## src/core/draf_map.vh

```
`ifndef DRAF_MAP_VH
`define DRAF_MAP_VH
// ****************************************
// frame constants
// ****************************************
`define DRAF_DIRECT_CMD      8'hFE
`define DRAF_CONV_TRIGGER    8'hFB
`define DRAF_RESULT_READ     8'hF8
`define DRAF_DESC_RW         7
`define DRAF_DESC_NRW        6
`define DRAF_DESC_CHK_HI     5
`define DRAF_DESC_CHK_LO     2
`define DRAF_CRC_SEED        15'h0010
`define DRAF_CRC_POLY        15'h4599
`define DRAF_MEASURE_BIT     3
`define DRAF_WAKE_NS         200000
`define DRAF_CLK_MHZ         200
`define DRAF_SLOW_READY_MS   140
`endif

```

## src/core/draf_crc15.v

```verilog
`timescale 1ns/1ps
`default_nettype none
`include "draf_map.vh"
// ****************************************
// byte-wide 15-bit crc, msb first
// ****************************************
module draf_crc15
(
    input  wire        CLOCK,
    input  wire        RST,
    input  wire        clear,
    input  wire        load,
    input  wire [7:0]  data,
    output reg  [14:0] crc_r
);
    reg [14:0] crc_nxt;
    integer    i;
    always @*
    begin
        crc_nxt = crc_r;
        for (i = 7; i >= 0; i = i - 1)
        begin
            if (data[i] ^ crc_nxt[14])
                crc_nxt = {crc_nxt[13:0], 1'b0} ^ `DRAF_CRC_POLY;
            else
                crc_nxt = {crc_nxt[13:0], 1'b0};
        end
    end
    always @(posedge CLOCK or posedge RST)
    begin
        if (RST)
            crc_r <= `DRAF_CRC_SEED;
        else if (clear)
            crc_r <= `DRAF_CRC_SEED;
        else if (load)
            crc_r <= crc_nxt;
    end
endmodule // draf_crc15
`default_nettype wire

```

## src/core/draf_frame.v

```verilog
`timescale 1ns/1ps
`default_nettype none
`include "draf_map.vh"
module draf_frame
#(
    parameter        AW         = 8,
    parameter [31:0] WAKE_NS    = `DRAF_WAKE_NS,
    parameter [31:0] SLOW_CYC   = `DRAF_SLOW_READY_MS * 1000 * `DRAF_CLK_MHZ
)
(
    input  wire          CLOCK,
    input  wire          RST,
    input  wire          SCK,
    input  wire          CSN,
    input  wire          MOSI,
    output wire          MISO,
    output wire          MISO_OE,
    output reg  [AW-1:0] REG_ADDR,
    output reg  [7:0]    REG_WDATA,
    output reg           REG_WE,
    output reg           REG_RE,
    input  wire [7:0]    REG_RDATA,
    input  wire          MEASURE_REQ,
    input  wire          FAST_CTRL_NZ,
    input  wire          FAST_CONTINUOUS_MEASURE_BIT_ON,
    output reg           FIFO_CLEAR,
    output reg           CONV_START,
    output reg           MEASURE_ACTIVE,
    output reg           SLOW_READY,
    output reg           EXT_LINK_CRC_ERROR,
    input  wire          ERROR_CLEAR
);
// ****************************************
// cycle counts
// ****************************************
    localparam [31:0] WAKE_CYC_RAW = (WAKE_NS * `DRAF_CLK_MHZ) / 1000;
    localparam [31:0] WAKE_CYC = (WAKE_CYC_RAW == 0) ? 1 : WAKE_CYC_RAW;
    localparam [3:0] S_CMD = 4'h0, S_ADDR = 4'h1, S_HC0 = 4'h2,
                     S_HC1 = 4'h3, S_DESC = 4'h4, S_DATA = 4'h5,
                     S_DC0 = 4'h6, S_DC1 = 4'h7, S_SKIP = 4'h8,
                     S_TRIG = 4'h9;
    wire       byte_done;
    wire [7:0] rx_byte;
    wire       frame_on;
    wire [14:0] crc;
    reg  [3:0]  st_r;
    reg  [3:0]  st_nxt;
    reg         rd_r;
    reg  [3:0]  ival_r;
    reg  [3:0]  cnt_r;
    reg  [AW-1:0] ptr_r;
    reg  [AW-1:0] pkt_base_r;
    reg  [7:0]  buf_r [0:15];
    reg  [7:0]  tx_byte;
    reg         crc_clr;
    reg         crc_ld;
    reg  [4:0]  wr_idx_r;
    reg  [31:0] wake_cnt_r;
    reg  [31:0] slow_cnt_r;
    reg         err_set;
    wire [7:0] d = rx_byte;
    wire [7:0] tx_byte_or_rx = (rd_r && st_r == S_DATA) ? REG_RDATA : rx_byte;
    wire [AW-1:0] wr_off = {{(AW-5){1'b0}}, wr_idx_r - 5'h01};
    wire desc_ok = (d[`DRAF_DESC_NRW] == ~d[`DRAF_DESC_RW]) &&
                   (d[`DRAF_DESC_CHK_HI] == (d[4] ^ d[3])) &&
                   (d[`DRAF_DESC_CHK_LO] == (d[1] ^ d[0]));
    wire [15:0] crc_pad = {crc, 1'b0};
    draf_spi_shift u_shift
    (
        .CLOCK       (CLOCK),
        .RST         (RST),
        .sck_in      (SCK),
        .csn_in      (CSN),
        .mosi_in     (MOSI),
        .tx_byte     (tx_byte),
        .miso_r      (MISO),
        .frame_on    (frame_on),
        .byte_done_r (byte_done),
        .rx_byte_r   (rx_byte),
        .frame_end   ()
    );
    draf_crc15 u_crc
    (
        .CLOCK (CLOCK),
        .RST   (RST),
        .clear (crc_clr),
        .load  (crc_ld),
        .data  (tx_byte_or_rx),
        .crc_r (crc)
    );
    // drive only during read payload; stops once the synchronised select rises
    assign MISO_OE = frame_on && rd_r &&
                     (st_r == S_DATA || st_r == S_DC0 || st_r == S_DC1);
// ****************************************
// outgoing byte select
// ****************************************
    always @*
    begin
        tx_byte = 8'h00;
        // device drives only read data and its CRCs
        if (rd_r)
        begin
            case (st_r)
                S_DATA:  tx_byte = REG_RDATA;
                S_DC0:   tx_byte = crc_pad[15:8];
                S_DC1:   tx_byte = crc_pad[7:0];
                default: tx_byte = 8'h00;
            endcase
        end
    end
// ****************************************
// frame state machine
// ****************************************
    always @*
    begin
        st_nxt  = st_r;
        crc_clr = 1'b0;
        crc_ld  = 1'b0;
        err_set = 1'b0;
        if (byte_done)
        begin
            case (st_r)
                S_CMD:
                begin
                    if (d == `DRAF_DIRECT_CMD)
                    begin
                        crc_ld  = 1'b1;
                        st_nxt  = S_ADDR;
                    end
                    else if (d == `DRAF_CONV_TRIGGER)
                        st_nxt = S_TRIG;
                    else
                        st_nxt = S_SKIP;
                end
                S_ADDR:
                begin
                    crc_ld = 1'b1;
                    st_nxt = S_HC0;
                end
                S_HC0:
                    st_nxt = (d == crc_pad[15:8]) ? S_HC1 : S_SKIP;
                S_HC1:
                begin
                    // header CRC over command and address
                    crc_clr = 1'b1;
                    st_nxt  = (d == crc_pad[7:0]) ? S_DESC : S_SKIP;
                    err_set = (d != crc_pad[7:0]);
                end
                S_DESC:
                    // no crc load; bad descriptor drops frame
                    st_nxt = desc_ok ? S_DATA : S_SKIP;
                S_DATA:
                begin
                    crc_ld = 1'b1;
                    if (cnt_r == ival_r)
                        st_nxt = S_DC0;
                end
                S_DC0:
                begin
                    st_nxt  = (rd_r || d == crc_pad[15:8]) ? S_DC1 : S_SKIP;
                    err_set = !rd_r && d != crc_pad[15:8];
                end
                S_DC1:
                begin
                    crc_clr = 1'b1;
                    st_nxt  = (rd_r || d == crc_pad[7:0]) ? S_DATA : S_SKIP;
                    err_set = !rd_r && d != crc_pad[7:0];
                end
                default:
                    st_nxt = st_r;
            endcase
        end
        if (!frame_on)
        begin
            st_nxt  = S_CMD;
            crc_clr = 1'b1;
        end
    end
    always @(posedge CLOCK or posedge RST)
    begin
        if (RST)
        begin
            st_r       <= S_CMD;
            rd_r       <= 1'b0;
            ival_r     <= 4'h0;
            cnt_r      <= 4'h0;
            ptr_r      <= {AW{1'b0}};
            pkt_base_r <= {AW{1'b0}};
            wr_idx_r   <= 5'h00;
            REG_ADDR   <= {AW{1'b0}};
            REG_WDATA  <= 8'h00;
            REG_WE     <= 1'b0;
            REG_RE     <= 1'b0;
            FIFO_CLEAR <= 1'b0;
            CONV_START <= 1'b0;
            EXT_LINK_CRC_ERROR <= 1'b0;
        end
        else
        begin
            st_r       <= st_nxt;
            REG_WE     <= 1'b0;
            REG_RE     <= 1'b0;
            FIFO_CLEAR <= 1'b0;
            CONV_START <= 1'b0;
            // set wins over clear
            if (err_set)
                EXT_LINK_CRC_ERROR <= 1'b1;
            else if (ERROR_CLEAR)
                EXT_LINK_CRC_ERROR <= 1'b0;
            if (!frame_on)
                rd_r <= 1'b0;
            if (byte_done)
            begin
                case (st_r)
                    S_CMD:
                        if (d == `DRAF_CONV_TRIGGER && MEASURE_ACTIVE &&
                            FAST_CTRL_NZ && !FAST_CONTINUOUS_MEASURE_BIT_ON)
                        begin
                            FIFO_CLEAR <= 1'b1;
                            CONV_START <= 1'b1;
                        end
                    S_ADDR:
                    begin
                        ptr_r      <= d[AW-1:0];
                        pkt_base_r <= d[AW-1:0];
                        REG_ADDR   <= d[AW-1:0];
                    end
                    S_DESC:
                    begin
                        rd_r   <= d[`DRAF_DESC_RW] & desc_ok;
                        // interval field split in two pairs
                        ival_r <= {d[4], d[3], d[1], d[0]};
                        cnt_r  <= 4'h0;
                        // reads of any register, incl. FIFOs
                        REG_RE <= d[`DRAF_DESC_RW] & desc_ok;
                    end
                    S_DATA:
                    begin
                        cnt_r <= (cnt_r == ival_r) ? 4'h0 : cnt_r + 4'h1;
                        buf_r[cnt_r] <= d;
                        ptr_r    <= ptr_r + {{(AW-1){1'b0}}, 1'b1};
                        REG_ADDR <= ptr_r + {{(AW-1){1'b0}}, 1'b1};
                        REG_RE   <= rd_r;
                    end
                    S_DC1:
                    begin
                        // commit only after complete good CRC
                        if (!rd_r && d == crc_pad[7:0])
                            wr_idx_r <= 5'h01;
                        else
                            pkt_base_r <= ptr_r;
                    end
                    default: ;
                endcase
            end
            // drain verified packet one byte per clock
            if (wr_idx_r != 5'h00)
            begin
                REG_WE    <= 1'b1;
                REG_ADDR  <= pkt_base_r + wr_off;
                REG_WDATA <= buf_r[wr_idx_r[3:0] - 4'h1];
                if (wr_idx_r == {1'b0, ival_r} + 5'h01)
                begin
                    wr_idx_r   <= 5'h00;
                    pkt_base_r <= ptr_r;
                end
                else
                    wr_idx_r <= wr_idx_r + 5'h01;
            end
        end
    end
// ****************************************
// standby to measure
// ****************************************
    always @(posedge CLOCK or posedge RST)
    begin
        if (RST)
        begin
            wake_cnt_r     <= 32'h0;
            slow_cnt_r     <= 32'h0;
            MEASURE_ACTIVE <= 1'b0;
            SLOW_READY     <= 1'b0;
        end
        else if (!MEASURE_REQ)
        begin
            MEASURE_ACTIVE <= 1'b0;
            SLOW_READY     <= 1'b0;
            wake_cnt_r     <= 32'h0;
            slow_cnt_r     <= 32'h0;
        end
        // wake delay, then slow results in time
        else if (!MEASURE_ACTIVE)
        begin
            wake_cnt_r <= wake_cnt_r + 32'h1;
            if (wake_cnt_r + 32'h1 >= WAKE_CYC)
                MEASURE_ACTIVE <= 1'b1;
        end
        else if (!SLOW_READY)
        begin
            slow_cnt_r <= slow_cnt_r + 32'h1;
            if (slow_cnt_r + 32'h1 >= SLOW_CYC)
                SLOW_READY <= 1'b1;
        end
    end
endmodule // draf_frame
`default_nettype wire

```

## src/core/draf_spi_shift.v

```verilog
`timescale 1ns/1ps
`default_nettype none
// ****************************************
// spi slave byte shifter, mode 0
// ****************************************
module draf_spi_shift
(
    input  wire       CLOCK,
    input  wire       RST,
    input  wire       sck_in,
    input  wire       csn_in,
    input  wire       mosi_in,
    input  wire [7:0] tx_byte,
    output reg        miso_r,
    output wire       frame_on,
    output reg        byte_done_r,
    output reg  [7:0] rx_byte_r,
    output wire       frame_end
);
    // two-flop synchronisers; first stage read by second only
    reg [1:0] sck_s_r;
    reg [1:0] csn_s_r;
    reg [1:0] mosi_s_r;
    reg       sck_d_r;
    reg       csn_d_r;
    reg [2:0] bit_r;
    reg [6:0] sh_r;
    reg [7:0] tx_r;
    wire rise = sck_s_r[1] & ~sck_d_r;
    wire fall = ~sck_s_r[1] & sck_d_r;
    assign frame_on  = ~csn_s_r[1];
    assign frame_end = csn_s_r[1] & ~csn_d_r;
    always @(posedge CLOCK or posedge RST)
    begin
        if (RST)
        begin
            sck_s_r     <= 2'h0;
            csn_s_r     <= 2'h3;
            mosi_s_r    <= 2'h0;
            sck_d_r     <= 1'b0;
            csn_d_r     <= 1'b1;
            bit_r       <= 3'h0;
            sh_r        <= 7'h00;
            tx_r        <= 8'h00;
            rx_byte_r   <= 8'h00;
            byte_done_r <= 1'b0;
            miso_r      <= 1'b0;
        end
        else
        begin
            sck_s_r     <= {sck_s_r[0], sck_in};
            csn_s_r     <= {csn_s_r[0], csn_in};
            mosi_s_r    <= {mosi_s_r[0], mosi_in};
            sck_d_r     <= sck_s_r[1];
            csn_d_r     <= csn_s_r[1];
            byte_done_r <= 1'b0;
            if (!frame_on)
            begin
                bit_r  <= 3'h0;
                tx_r   <= tx_byte;
                miso_r <= tx_byte[7];
            end
            else if (rise)
            begin
                sh_r  <= {sh_r[5:0], mosi_s_r[1]};
                bit_r <= bit_r + 3'h1;
                if (bit_r == 3'h7)
                begin
                    rx_byte_r   <= {sh_r, mosi_s_r[1]};
                    byte_done_r <= 1'b1;
                end
            end
            else if (fall)
            begin
                if (bit_r == 3'h0)
                begin
                    tx_r   <= tx_byte;
                    miso_r <= tx_byte[7];
                end
                else
                    miso_r <= tx_r[3'h7 - bit_r];
            end
        end
    end
endmodule // draf_spi_shift
`default_nettype wire
```

## config.mk

```make
export PLATFORM = sky130hd
export DESIGN_NAME = draf_frame
export DESIGN_NICKNAME = d
export VERILOG_FILES = /design/src/core/draf_crc15.v /design/src/core/draf_frame.v /design/src/core/draf_spi_shift.v
export VERILOG_INCLUDE_DIRS = /design/src /design/src/core
export SDC_FILE = /design/constraint.sdc
export NUM_CORES = 1
export LEC_CHECK = 0
export BUFFER_PORTS_ARGS = -buffer_cell sky130_fd_sc_hd__buf_2
export CAP_MARGIN = 20
export CORE_MARGIN = 5
export CORE_UTILIZATION = 38
export CTS_CLUSTER_SIZE = 20
export DETAILED_ROUTE_END_ITERATION = 7
export PLACE_DENSITY = 0.52
export SETUP_SLACK_MARGIN = 0.1
export SLEW_MARGIN = 20
export SYNTH_ARGS = -nofsm -noshare
export SYNTH_HDL_FRONTEND = slang
export SYNTH_SLANG_ARGS = --single-unit
```

## constraint.sdc

```tcl
create_clock -name CLOCK -period 6.25 [get_ports CLOCK]
set_input_delay 0.3125 -clock CLOCK [delete_from_list [all_inputs] [get_ports CLOCK]]
set_output_delay 0.3125 -clock CLOCK [all_outputs]
set_load 0.005 [all_outputs]
```

# Word level (Yosys, flattened, before mapping)

Memories as Yosys holds them, arrays and structs flattened. A register that Yosys moved wholly into a read port is not among the register bits.
Index checks and enable logic that the tools add are counted.

Register bits after elaboration: 162
Memory bits (writable): 128
Input bits: 17
Output and inout bits: 25
Logic and storage cells: 227
Memories kept: 1

Add/sub/neg operators: 11
Order comparisons: 3
Eq/ne operators: 24
Mux-type cells: 88
Bitwise logic cells: 25
Reductions and logical operators: 48

Memory list:

| name  | depth | bits a word | rd ports | clocked after Yosys merged registers in | write ports | RTL line        | text |
|---|---|---|---|---|---|---|---|
| buf_r | 16    | 8           | 1        | 1                                       | 1           | draf_frame.v:53 | `reg [7:0] buf_r [0:15];` |

Operators by type and width:

| cell                  | count |
|---|---|
| $mux 32               | 5 |
| $mux 15               | 10 |
| $mux 8                | 12 |
| $add 32x1->32 const B | 2 |
| $not 7->7             | 8 |
| $mux 4                | 10 |
| $mux 1                | 35 |
| $ge 32x16->1 const B  | 1 |
| $ge 32x25->1 const B  | 1 |
| $pmux 4 s8            | 1 |
| $pmux 8 s2            | 2 |
| $mux 5                | 5 |
| $pmux 8 s3            | 1 |
| $reduce_bool 2->1     | 11 |
| $eq 4x3->1 const B    | 4 |
| $eq 8x8->1            | 2 |
| $eq 8x8->1 const B    | 2 |
| $ne 8x8->1            | 2 |
| $reduce_and 2->1      | 7 |
| $logic_and 1x1->1     | 12 |
| $reduce_and 3->1      | 4 |
| $xor 1x1->1           | 10 |
| $reduce_bool 9->1     | 1 |
| $add 8x1->8 const B   | 1 |
| 32 further kinds      | 50 |

# Longest topological paths before layout

Gate-level depths: netlist (run 1).

Word-level depth: 21
Depth in mapped cells: 15
Gate-level depth less buffers: 11

# Modules after synthesis

Synthesis (run 1) repeated with hierarchy kept, for this count alone.

Cell total of the unflattened synthesis: 1334
Area total of the unflattened synthesis: 15509.9 um2

Modules (own cells, without submodules):

| module         | times used | cells an instance | area an instance (um2) | seq. area each (um2) |
|---|---|---|---|---|
| draf_frame     | 1          | 1138              | 12971.2                | 6846.6 |
| draf_spi_shift | 1          | 93                | 1431.4                 | 904.6 |
| draf_crc15     | 1          | 103               | 1107.3                 | 376.6 |

# Least setup slack after synthesis (run 1)

No wires, ideal clock.

Path type: input -> register
From: input port RST
To: memory buf_r[1][0] (enable)
Setup time: 383 ps
Arrival: 5150 ps
Required time: 5867 ps
Setup slack: 717 ps
Cell stages on the path: 4
Cells stage by stage: inv_1 -> and3_1 -> nand2_1 -> nor3_1

Longest elaborated chain between the ends: 3

RTL lines:

| what                                    | RTL line         | text |
|---|---|---|
| from (decl)                             | draf_frame.v:12  | `input wire RST,` |
| $logic_not 1->1 (no source line)        | -                |  |
| $logic_and 1x1->1 (implied by the code) | draf_frame.v:240 | `buf_r[cnt_r] <= d;` |
| $mux 1 (implied by the code)            | draf_frame.v:240 |  |
| to (decl)                               | draf_frame.v:53  |  |

Every way passes these cells.

# Final worst setup path (run 1)

From: register st_r[1]
To: register u_crc.crc_r[14]

Longest elaborated chain between the ends: 21
Elaborated cells between the ends (all ways): 40
Classes of those cells: eq/ne (4); mux (16); bitwise (15); reduce/logical (5)

RTL lines:

| what                   | RTL line                          | text |
|---|---|---|
| from (decl)            | draf_frame.v:46                   | `reg [3:0] st_r;` |
| from (signal assigned) | draf_frame.v:200                  | `st_r <= st_nxt;` |
| $eq 4x3->1             | draf_frame.v:62, draf_frame.v:122 |  |
| $logic_and 1x1->1      | draf_frame.v:62                   | `wire [7:0] tx_byte_or_rx = (rd_r && st_r == S_DATA) ? REG_RDATA : rx_byte;` |
| $mux 8                 | draf_frame.v:62                   |  |
| $xor 1x1->1            | draf_crc15.v:23                   | `if (data[i] ^ crc_nxt[14])` |
| $mux 15                | draf_crc15.v:23                   |  |
| $xor 1x1->1            | draf_crc15.v:23                   |  |
| $mux 15                | draf_crc15.v:23                   |  |
| $xor 1x1->1            | draf_crc15.v:23                   |  |
| (+5 left out)          | -                                 |  |
| $xor 1x1->1            | draf_crc15.v:23                   |  |
| $mux 15                | draf_crc15.v:23                   |  |
| $xor 1x1->1            | draf_crc15.v:23                   |  |
| $mux 15                | draf_crc15.v:23                   |  |
| $xor 1x1->1            | draf_crc15.v:23                   |  |
| $mux 15                | draf_crc15.v:23                   |  |
| $mux 15                | draf_crc15.v:35                   | `else if (load)` |
| $mux 15                | draf_crc15.v:33                   | `else if (clear)` |
| to (signal assigned)   | draf_crc15.v:32                   | `` crc_r <= `DRAF_CRC_SEED; `` |
| to (signal assigned)   | draf_crc15.v:34                   | `` crc_r <= `DRAF_CRC_SEED; `` |
| to (signal assigned)   | draf_crc15.v:36                   | `crc_r <= crc_nxt;` |
| to (decl)              | draf_crc15.v:14                   | `output reg [14:0] crc_r` |

Parallel ways exist; a longest one is shown, timed or not. The select of a mux whose other input is x is not followed.
A chain may end at the register's enable or synchronous reset.

==> metrics.md, run 1 <==
| Metric | Value |
|---|---|
| Outcome | `finished, final reports clean` |
| Mapped Cells | `1,304` |
| CP Launch Type | `register` |
| Fin cells | `1,892` |
| Crit-path slowest cell | `nor2b_1` |
| P&R area growth vs syn | `12.93%` |
| Final hold vios | `0` |
| GP Congestion | `0.8825` |
| Remaining global-route overflow | `0` |
| Largest family of logic cells by synthesized area | `simple AND/OR/NAND/NOR gates` |
| I/O pin cnt | `42` |
| Most used DFF post-synth | `dfrtp_1` |
| Core Rows | `73` |
| Critical path arrival | `3600 ps` |
| Crit-path cells | `nor2b_1, nand4b_1, nand3_2, xnor3_2, xnor2_4, xnor3_1, a22o_1` |
| NumNets Final | `1,382` |
| Crit-path max FO | `17` |
| Die W | `210.0 µm` |
| Worst Clk Skew | `24.18 ps` |
| Initial DRC count | `668` |
| All-Layer GR Usage | `15.77%` |
| CTS max path bufs | `3` |
| Cell area after synthesis | `15,210 µm²` |
| Sequential-to-total area share from yosys stat | `53.27%` |
| Post-synth ARST share | `57.05%` |
| Adder-Cell Fraction of Synth Area | `2.024%` |
| Total wire length | `34.84 mm` |
| Post-route DRC | `0` |
| Vias/cell | `5.277` |
| Hold_buf cts | `4` |
| Post-synth top area cell | `dfrtp_1` |
| Final worst-path cycle share | `51.01%` |
| Antenna viol nets, final | `0` |
| Setup slack at placement | `2915 ps` |
| Xor/xnor share of the synthesized area | `8.795%` |
| Die Area | `44,120 µm²` |
| Routed WL per cell | `18.41 µm` |
| Slew headroom | `24.93%` |
| RSZ-0062 raised after global routing | `no` |
| Most numerous cell in the Yosys netlist | `dfrtp_1` |
| Fill cells | `3,739` |
| Number of buffers created by CTS | `35` |
| Max-cap check violation count | `0` |
| Total power | `4.206 mW` |
| Mux share of post-synthesis cell area | `9.207%` |
| Synth area leaders | `dfrtp_1 (27%), edfxtp_1 (25%), mux4_2 (5.0%)` |
| Vias in the first global route | `10.13k` |
| Synth cell count leaders | `dfrtp_1 (167), edfxtp_1 (128), nand2_1 (105)` |
| Cell family with most CP delay | `simple AND/OR/NAND/NOR gates` |
| Via count | `9,984` |
| Pin slew with the least headroom to its limit | `1126 ps` |
| FF+latch count, synth | `298` |
| Crit path kind | `reg2reg` |
| Crit end category | `register` |
| Post-synthesis compound-gate area fraction | `8.993%` |
| Antenna cell count | `0` |
| Chip Height | `210.0 µm` |
| DR pass1 iterations | `5` |
| H-tree levels | `2` |
| Max incr delay on CP | `750 ps` |
| Fin crit period | `3188 ps` |
| Initial antenna violation count | `0` |
| Initial Util | `38.36%` |
| First-pass GRT wire length | `57.03 mm` |
| Layout cells sized above 1 | `15.73%` |
| Final HPWL DP | `23.06 mm` |
| Cell area power density | `244.9 nW/µm²` |
| Clock Latency Late Sink | `540 ps` |
| Syn_area_per_cell | `11.66 µm²` |
| Final Max Slew Viols | `0` |
| Fin Setup TNS | `0 ps` |
| Post CTS Setup Buffer Count | `0` |
| Top-area cell type share of the netlist area | `27.48%` |
| Net count after synthesis | `1,345` |
| Post-synth EDFFs | `128` |
| Final setup fails | `0` |
| Buffers on Ports | `41` |
| Leakage | `7.017 nW` |
| Largest net degree at the start of global routing | `67` |
| Worst hold slack | `47.03 ps` |
| CP bufs+invs | `0` |
| Clk slew on worst S/H paths | `60 ps` |
| Syn. warnings | `0` |
| Worst setup margin | `3062 ps` |
| CORE AREA | `39,640 µm²` |
| Fmax | `313.6 MHz` |
| Placed cell count | `1,825` |
| Post-Synth Simple-Gate Area | `15.21%` |
| # clock sinks | `298` |
| Worst min-delay path class | `in2reg` |
| CTS tree | `yes` |
| Peak supply drop | `0.0001745 V` |
| Worst path required time | `6660 ps` |
| CTS Root Buffer Type | `clkbuf_16` |
| Cts repair resizes | `0` |
| Netlist cell types | `75` |
## cell usage in the layout, fill, tap and decap left out, drive strengths merged, types with 46 or more instances in the layout
master,instances
and2,53
buf,58
clkbuf,46
dfrtp,167
edfxtp,128
nand2,105
nor2,90
o21ai,57
xnor2,90
xor2,49
## stage by stage
step	area [µm²]	util (%)
after floorplan	15210	-
after global placement	15940	40.21
after detailed placement	15940	40.21
after CTS	17160	43.30
after global routing	17170	43.32
final	17170	43.32
## where the power goes
group | leakage, nW | internal [mW] | switching (mW) | total, mW
Clock | 0.580 | 1.21 | 0.848 | 2.06
Combinational | 2.76 | 0.0291 | 0.0459 | 0.0750
Sequential | 3.68 | 2.05 | 0.0192 | 2.07
Total | 7.02 | 3.29 | 0.913 | 4.21
## sequential cells by signal (all words and copies together), names as in the netlist, 2 cells and up
signal,flops
buf_r,128
slow_cnt_r,32
wake_cnt_r,32
u_crc.crc_r,15
REG_ADDR,8
REG_WDATA,8
pkt_base_r,8
ptr_r,8
u_shift.rx_byte_r,8
u_shift.tx_r,8
u_shift.sh_r,7
wr_idx_r,5
cnt_r,4
ival_r,4
st_r,4
u_shift.bit_r,3
u_shift.csn_s_r,2
u_shift.mosi_s_r,2
u_shift.sck_s_r,2
## logic make-up after synthesis
kind of cell,count (synthesis)
AOI/OAI and AO/OA,209
xor gates and xnor gates,142
and+or+nand+nor,447
adders and majority gates,24
DFF,298
muxes,93
buffers and inverters,91
## final timing paths
check / start / to / slack, ps / cells after the start
max reg2reg: st_r[1] / u_crc.crc_r[14] / 3060 / 7
min in group asynchronous: RST / wake_cnt_r[7] / 400 / 3
max in group asynchronous: RST / wr_idx_r[0] / 4510 / 4
min: FAST_CONTINUOUS_MEASURE_BIT_ON / CONV_START / 50 / 2
min reg2reg: u_shift.mosi_s_r[0] / u_shift.mosi_s_r[1] / 350 / 0
max: st_r[1] / u_crc.crc_r[14] / 3060 / 7
## layout make-up
class	instances	area (µm²)	area share, %
inverters	29	113.9	0.6630
clock inverters	17	205.2	1.195
multi-input cells	915	6744	39.27
flip-flops and latches	298	8103	47.18
repair buffers	62	372.9	2.171
well taps	525	656.9	3.825
clock buffers	46	978.4	5.697
## routing by layer
layer  GRT usage [%]  vias up  share of wire [%]
li1                -     4796                  -
met1           22.37     4968                 47
met2           25.80      176                 47
met3           2.649       44                4.1
met4           3.263        0                1.4
met5               0        -                  0
Note: power is estimated with default switching activity, not from simulation.
==> run 2: changes to the inputs <==
==> constraint.sdc (replaced) <==
create_clock -name CLOCK -period 3.3 [get_ports CLOCK]
set_input_delay 0.165 -clock CLOCK [delete_from_list [all_inputs] [get_ports CLOCK]]
set_output_delay 0.165 -clock CLOCK [all_outputs]
set_load 0.005 [all_outputs]
==> run 2 against run 1 <==
- global-route usage is 0.12 points higher
- count of clock-buffer cells in the layout shrank 1
- clock power increased by 100%
- worst setup slack got worse by 2600 ps
- register-to-register slack worse by 2600 ps
- clock skew grew 3.7 ps
- cell area rose by 2.1%
- critical path depth up 1
- die area unchanged
- cell count rose by 2.3%
- sequential power is 90% higher
- largest cell class unchanged
==> metrics.md, run 2 (synthesis results as in run 1) <==
| Metric | Value |
|---|---|
| P_sw | `1.710 mW (+87%)` |
| Worst path required time | `3730 ps (-2930 ps)` |
| Peak supply drop | `0.0003943 V (+130%)` |
| Max FFs per register | `128 (unchanged)` |
| H-tree levels | `2 (unchanged)` |
| Post-Layout Inst Area | `17,540 µm² (+2.1%)` |
| Leakage | `7.254 nW (+3.4%)` |
| Post-route DRC | `0 (unchanged)` |
| CTS tree | `yes` |
| DR pass1 iterations | `5 (unchanged)` |
| I/O pin cnt | `42 (unchanged)` |
| Final hold vios | `0 (unchanged)` |
| GR peak layer | `met2` |
| First-pass GRT wire length | `56.84 mm (-0.34%)` |
| Most frequent cells in the layout | `dfrtp_1 (166), edfxtp_1 (128), nand2_1 (105), nor2_1 (89), xnor2_1 (85)` |
| CORE AREA | `39,640 µm² (unchanged)` |
| Die Area | `44,120 µm² (unchanged)` |
| P&R area growth vs syn | `15.34%` |
| Fin crit period | `2809 ps (-378.9 ps)` |
| Setup slack at placement | `495.5 ps (-2420 ps)` |
| Cell Area, Placed | `16,230 µm² (+1.8%)` |
| NumNets Final | `1,424 (+3.0%)` |
| Remaining global-route overflow | `0 (unchanged)` |
| Met1 Use GR | `22.30% (-0.078 points)` |
| Critical path arrival | `3230 ps (-370 ps)` |
| Core Util, Final | `44.25% (+0.92 points)` |
| Post CTS Setup Buffer Count | `0 (unchanged)` |
| # clock sinks | `298 (unchanged)` |
| RSZ-0062 raised after global routing | `no` |
| Met2 Use GR | `26.62% (+0.81 points)` |
| Vias/cell | `5.291 (+0.28%)` |
| Clk slew on worst S/H paths | `60 ps (about the same)` |
| Comb power frac | `1.8% (about the same)` |
| Worst setup margin | `490.5 ps (-2571 ps)` |
| CP Launch Type | `register` |
| Initial antenna violation count | `0 (unchanged)` |
| Clock power share | `50.3% (+1.4 points)` |
| Number of buffers created by CTS | `35 (unchanged)` |
| Antenna cell count | `0 (unchanged)` |
| Core Rows | `73 (unchanged)` |
| Outcome | `finished, final reports clean` |
| Final Max Slew Viols | `0 (unchanged)` |
| All-Layer GR Usage | `15.89% (+0.12 points)` |
| Die W | `210.0 µm (unchanged)` |
| Total wire length | `35.26 mm (+1.2%)` |
| Vias in the first global route | `10.02k (-1.1%)` |
| Worst Clk Skew | `27.92 ps (+3.743 ps)` |
| GP Congestion | `0.8479 (-3.9%)` |
| Max-cap check violation count | `0 (unchanged)` |
| Worst min-delay path class | `in2reg` |
| Commonest non-fill, non-tap cell in the layout | `dfrtp_1` |
| Total power | `8.194 mW (+95%)` |
| Switching portion of total power | `20.87% (-0.84 points)` |
| Crit path kind | `reg2reg` |
| Buffers on Ports | `41 (unchanged)` |
| Worst hold slack | `94.38 ps (+47.36 ps)` |
| CTS max path bufs | `3 (unchanged)` |
| Final setup fails | `0 (unchanged)` |
| Internal power | `6.483 mW (+97%)` |
| Initial DRC count | `647 (-3.1%)` |
| Final worst-path cycle share | `85.14% (+34 points)` |
| Largest net degree at the start of global routing | `67 (unchanged)` |
| Reg power frac | `47.9% (-1.4 points)` |
| Final HPWL DP | `23.34 mm (+1.2%)` |
| CTS Root Buffer Type | `clkbuf_16` |
| Top reg by flops | `buf_r` |
| Biggest regs | `buf_r (128), slow_cnt_r (32), wake_cnt_r (32)` |
| Antenna viol nets, final | `0 (unchanged)` |
| Pin slew with the least headroom to its limit | `963.4 ps (-162.7 ps)` |
| Clock Latency Late Sink | `530 ps (about the same)` |
| Chip Height | `210.0 µm (unchanged)` |
| Slew headroom | `35.54% (+11 points)` |
| Met3 Usage GRT | `2.173% (-0.48 points)` |
| Layout cells sized above 1 | `17.73% (+2.0 points)` |
| Routed WL per cell | `18.22 µm (-1.0%)` |
| Crit end category | `register` |
| Crit-path max FO | `7 (-10)` |
| Cell area power density | `467.2 nW/µm² (+91%)` |
| Initial Util | `38.36% (unchanged)` |
| Fmax | `355.9 MHz (+13%)` |
| Via count | `10.24k (+2.6%)` |
==> run 2: layout make-up <==
class / instances / area [µm²]
clock inverters: 19 / 284.0
repair buffers: 104 / 695.7
flip-flops and latches: 298 / 8103
well taps: 525 / 656.9
clock buffers: 45 / 953.4
fillers: 3744 / 22100
multi-input cells: 915 / 6734
inverters: 29 / 112.6
==> run 2: critical path, cell delays in order (launching register included) <==
cell      delay [ps]
dfrtp_1          450
nand3b_4         250
nor2_4           210
mux2i_1          290
xnor2_2          170
xor3_2           560
xnor2_4          240
xnor3_1          330
a22o_1           200
==> run 2: power groups by stage <==
stage / combinational [mW] / clock (mW) / sequential (mW)
global route: 0.169 / 4.39 / 3.93
detailed placement: 0.147 / 0 / 4.00
floorplan: 0.103 / 0 / 3.98
finish: 0.145 / 4.12 / 3.93
global placement: 0.144 / 0 / 4.00
CTS: 0.153 / 4.25 / 3.93
==> run 2: stage by stage <==
step	setup TNS, ps	instances
finish	0	1935
global route	0	1935
CTS	0	1935
detailed placement	0	1864
global placement	0	1864
floorplan	-49820	1304
==> run 2: per-layer routing <==
layer	vias up	wire length, µm
met2	183	16890
li1	4904	-
met4	0	590
met1	5106	16500
met3	46	1288
met5	-	0
==> run 2: worst paths after layout <==
check,startpoint,to,slack (ps),depth (start not counted)
worst max-delay path,st_r[3],u_crc.crc_r[14],490,8
worst min-delay path,REG_RDATA[0],u_shift.tx_r[0],90,3
worst max register to register,st_r[3],u_crc.crc_r[14],490,8
worst min register to register,u_shift.mosi_s_r[0],u_shift.mosi_s_r[1],350,0
max in group asynchronous,RST,wake_cnt_r[23],1990,4
min in group asynchronous,RST,slow_cnt_r[12],180,3
==> run 2: what timing repair did <==
| item | in CTS | in global routing |
|---|---|---|
| gates resized for setup | 0 | 0 |
| hold buffers | 7 | 0 |
| endpoints found under the hold margin | 17 | 0 |
==> run 3: changes to the inputs <==
--- a/config.mk
+++ b/config.mk
@@ -8,8 +8,8 @@
 export LEC_CHECK = 0
 export BUFFER_PORTS_ARGS = -buffer_cell sky130_fd_sc_hd__buf_2
 export CAP_MARGIN = 20
-export CORE_MARGIN = 5
 export CORE_UTILIZATION = 38
+export CTS_CLUSTER_DIAMETER = 60
 export CTS_CLUSTER_SIZE = 20
 export DETAILED_ROUTE_END_ITERATION = 7
 export PLACE_DENSITY = 0.52
==> constraint.sdc (replaced) <==
create_clock -name CLOCK -period 3.3 [get_ports CLOCK]
set_input_delay 0.33 -clock CLOCK [delete_from_list [all_inputs] [get_ports CLOCK]]
set_output_delay 0.33 -clock CLOCK [all_outputs]
set_load 0.005 [all_outputs]
==> run 3 against run 2 <==
- first-iteration DRC count shrank 17%
- largest cell class unchanged
- clock skew grew 3.7 ps
- routed wire length shrank 2.4%
- clock power shrank 12%
- critical path type unchanged
- highest routed layer unchanged
- non-clock buffer count shrank 3
==> metrics.md, run 3 (synthesis results as in run 1) <==
| Metric | Value |
|---|---|
| Final setup fails | `0 (unchanged)` |
| Area occupied by multi-input gates | `6734 µm² (unchanged)` |
| Initial Util | `38.90% (+0.53 points)` |
| DR pass1 iterations | `6 (+1)` |
| # clock sinks | `298 (unchanged)` |
| Cell area power density | `443.3 nW/µm² (-5.1%)` |
| GP Congestion | `0.8539 (+0.71%)` |
| Die W | `202.0 µm (-3.8%)` |
| P&R area growth vs syn | `14.09%` |
| Fin Setup TNS | `0 ps (unchanged)` |
| Critical path origin | `st_r[3]` |
| I/O pin cnt | `42 (unchanged)` |
| Peak supply drop | `0.0003853 V (-2.3%)` |
| Cell Area, Placed | `16,240 µm² (about the same)` |
| Number of buffers created by CTS | `30 (-14%)` |
| CTS max path bufs | `3 (unchanged)` |
| Met3 Usage GRT | `2.161% (-0.012 points)` |
| Worst Clk Skew | `31.66 ps (+3.741 ps)` |
| Internal reg-to-reg setup slack | `400 ps (-90 ps)` |
| Vias in the first global route | `10.28k (+2.5%)` |
| Crit-path max FO | `11 (+4)` |
| Final worst-path cycle share | `87.97% (+2.8 points)` |
| CTS tree | `yes` |
| RSZ-0062 raised after global routing | `no` |
| Max-cap check violation count | `0 (unchanged)` |
| Clock Latency Late Sink | `580 ps (+50 ps)` |
| Reg area | `8103 µm² (unchanged)` |
| Fmax | `344.5 MHz (-3.2%)` |
| Met2 Use GR | `28.93% (+2.3 points)` |
| Antenna cell count | `0 (unchanged)` |
| All-Layer GR Usage | `17.52% (+1.6 points)` |
| GR peak layer | `met2` |
| Most frequent cells in the layout | `dfrtp_1 (166), edfxtp_1 (128), nand2_1 (105), nor2_1 (89), xnor2_1 (85)` |
| Reg-to-Reg Start | `st_r[3]` |
| CTS Root Buffer Type | `clkbuf_16` |
| Die Area | `40,820 µm² (-7.5%)` |
| Total wire length | `34.43 mm (-2.4%)` |
| Critical path arrival | `3370 ps (+140 ps)` |
| Largest net degree at the start of global routing | `126 (+88%)` |
| Routed WL per cell | `17.96 µm (-1.4%)` |
| Initial DRC count | `538 (-17%)` |
| Reg2reg end | `u_crc.crc_r[14]` |
| Buffers on Ports | `41 (unchanged)` |
| Final Max Slew Viols | `0 (unchanged)` |
| Initial antenna violation count | `0 (unchanged)` |
| Top reg by flops | `buf_r` |
| Fill cells | `3,705 (-1.0%)` |
| First-pass GRT wire length | `57.09 mm (+0.45%)` |
| CP Launch Type | `register` |
| Pin slew with the least headroom to its limit | `933.8 ps (-29.52 ps)` |
| Clk slew on worst S/H paths | `80 ps (+20 ps)` |
| Setup slack at placement | `385.1 ps (-110.4 ps)` |
| Biggest regs | `buf_r (128), slow_cnt_r (32), wake_cnt_r (32)` |
| Crit end category | `register` |
| Final HPWL DP | `22.96 mm (-1.6%)` |
| Via count | `10.08k (-1.6%)` |
| Met1 Use GR | `24.47% (+2.2 points)` |
| H-tree levels | `1 (-1)` |
| Worst min-delay path class | `in2async` |
| CORE AREA | `39,100 µm² (-1.4%)` |
| Crit path kind | `reg2reg` |
| Outcome | `finished, final reports clean` |
| Final hold vios | `0 (unchanged)` |
| Fin crit period | `2903 ps (+93.37 ps)` |
| Remaining global-route overflow | `0 (unchanged)` |
| Worst hold slack | `35.05 ps (-59.33 ps)` |
| Slew headroom | `37.51% (+2.0 points)` |
| Post-Layout Inst Area | `17,350 µm² (-1.1%)` |
| Commonest non-fill, non-tap cell in the layout | `dfrtp_1` |
| NumNets Final | `1,416 (-0.56%)` |
| Worst setup margin | `397.1 ps (-93.37 ps)` |
| Leakage | `7.163 nW (-1.3%)` |
| Core Rows | `72 (-1.4%)` |
| Post-route DRC | `0 (unchanged)` |
| Antenna viol nets, final | `0 (unchanged)` |
| Layout cells sized above 1 | `17.58% (-0.15 points)` |
| Vias/cell | `5.257 (-0.66%)` |
| Worst path required time | `3760 ps (+30 ps)` |
| R2R cell count | `8 (unchanged)` |
| Max FFs per register | `128 (unchanged)` |
| Chip Height | `202.0 µm (-3.8%)` |
==> run 3: changes by cell type in the layout (fill, tap and decap cells not counted), moves of 2 or more <==
cell | before | now
clkinv_2 | 6 | 0
bufinv_16 | 6 | 1
clkinv_8 | 1 | 6
inv_8 | 0 | 5
clkbuf_8 | 4 | 0
dlygate4sd3_1 | 7 | 3
clkinv_1 | 4 | 1
inv_6 | 1 | 4
clkbuf_16 | 35 | 33
==> run 3: what timing repair did <==
action,4_1_cts,5_1_grt
buffers inserted,0,0
hold endpoints to repair,3,0
resized for setup,0,0
hold buffers,3,0
==> run 3: worst max-delay path by stage <==
stage / cells after the start / slack, ps / end
final: 8 / 400 / u_crc.crc_r[14]
after global routing: 8 / 220 / SLOW_READY
after CTS: 8 / 400 / u_crc.crc_r[14]
after detailed placement: 8 / 390 / u_crc.crc_r[14]
after global placement: 8 / 500 / u_crc.crc_r[14]
after floorplan: 4 / -570 / buf_r[2][0]
==> run 3: layout make-up <==
cell class	instances	area share (%)
sequential	298	46.70
multi-input combinational	915	38.81
clock buffer	39	4.890
timing repair buffer	101	3.894
tap	518	3.736
clock inverter	17	1.313
inverter	29	0.6491
==> run 3: report_power, final <==
part	internal (mW)	total, mW	leakage [nW]	switching, mW
clock network	1.99	3.62	0.522	1.64
registers	3.89	3.92	3.68	0.0372
logic	0.0574	0.143	2.97	0.0857
==> run 3: layer usage <==
| metal | vias up | wire, µm | part of all wire [%] |
|---|---|---|---|
| met5 | - | 0 | 0 |
| li1 | 4874 | - | - |
| met3 | 50 | 1116 | 3.2 |
| met2 | 186 | 16350 | 47 |
| met4 | 0 | 787 | 2.3 |
| met1 | 4967 | 16190 | 47 |
==> run 3: stage by stage <==
step,util (%),instances,power [mW]
finish,44.37,1917,7.691
global route,44.37,1917,7.970
CTS,44.37,1917,7.821
detailed placement,41.55,1858,4.147
floorplan,-,1304,4.087
global placement,41.55,1858,4.143
==> run 3: worst max-delay path, cell delays in order (launching register included) <==
cell      delay, ps
dfrtp_1         510
nand3b_4        270
nor2_4          210
mux2i_1         310
xnor2_2         180
xor3_2          580
xnor2_4         240
xnor3_1         330
a22o_1          200
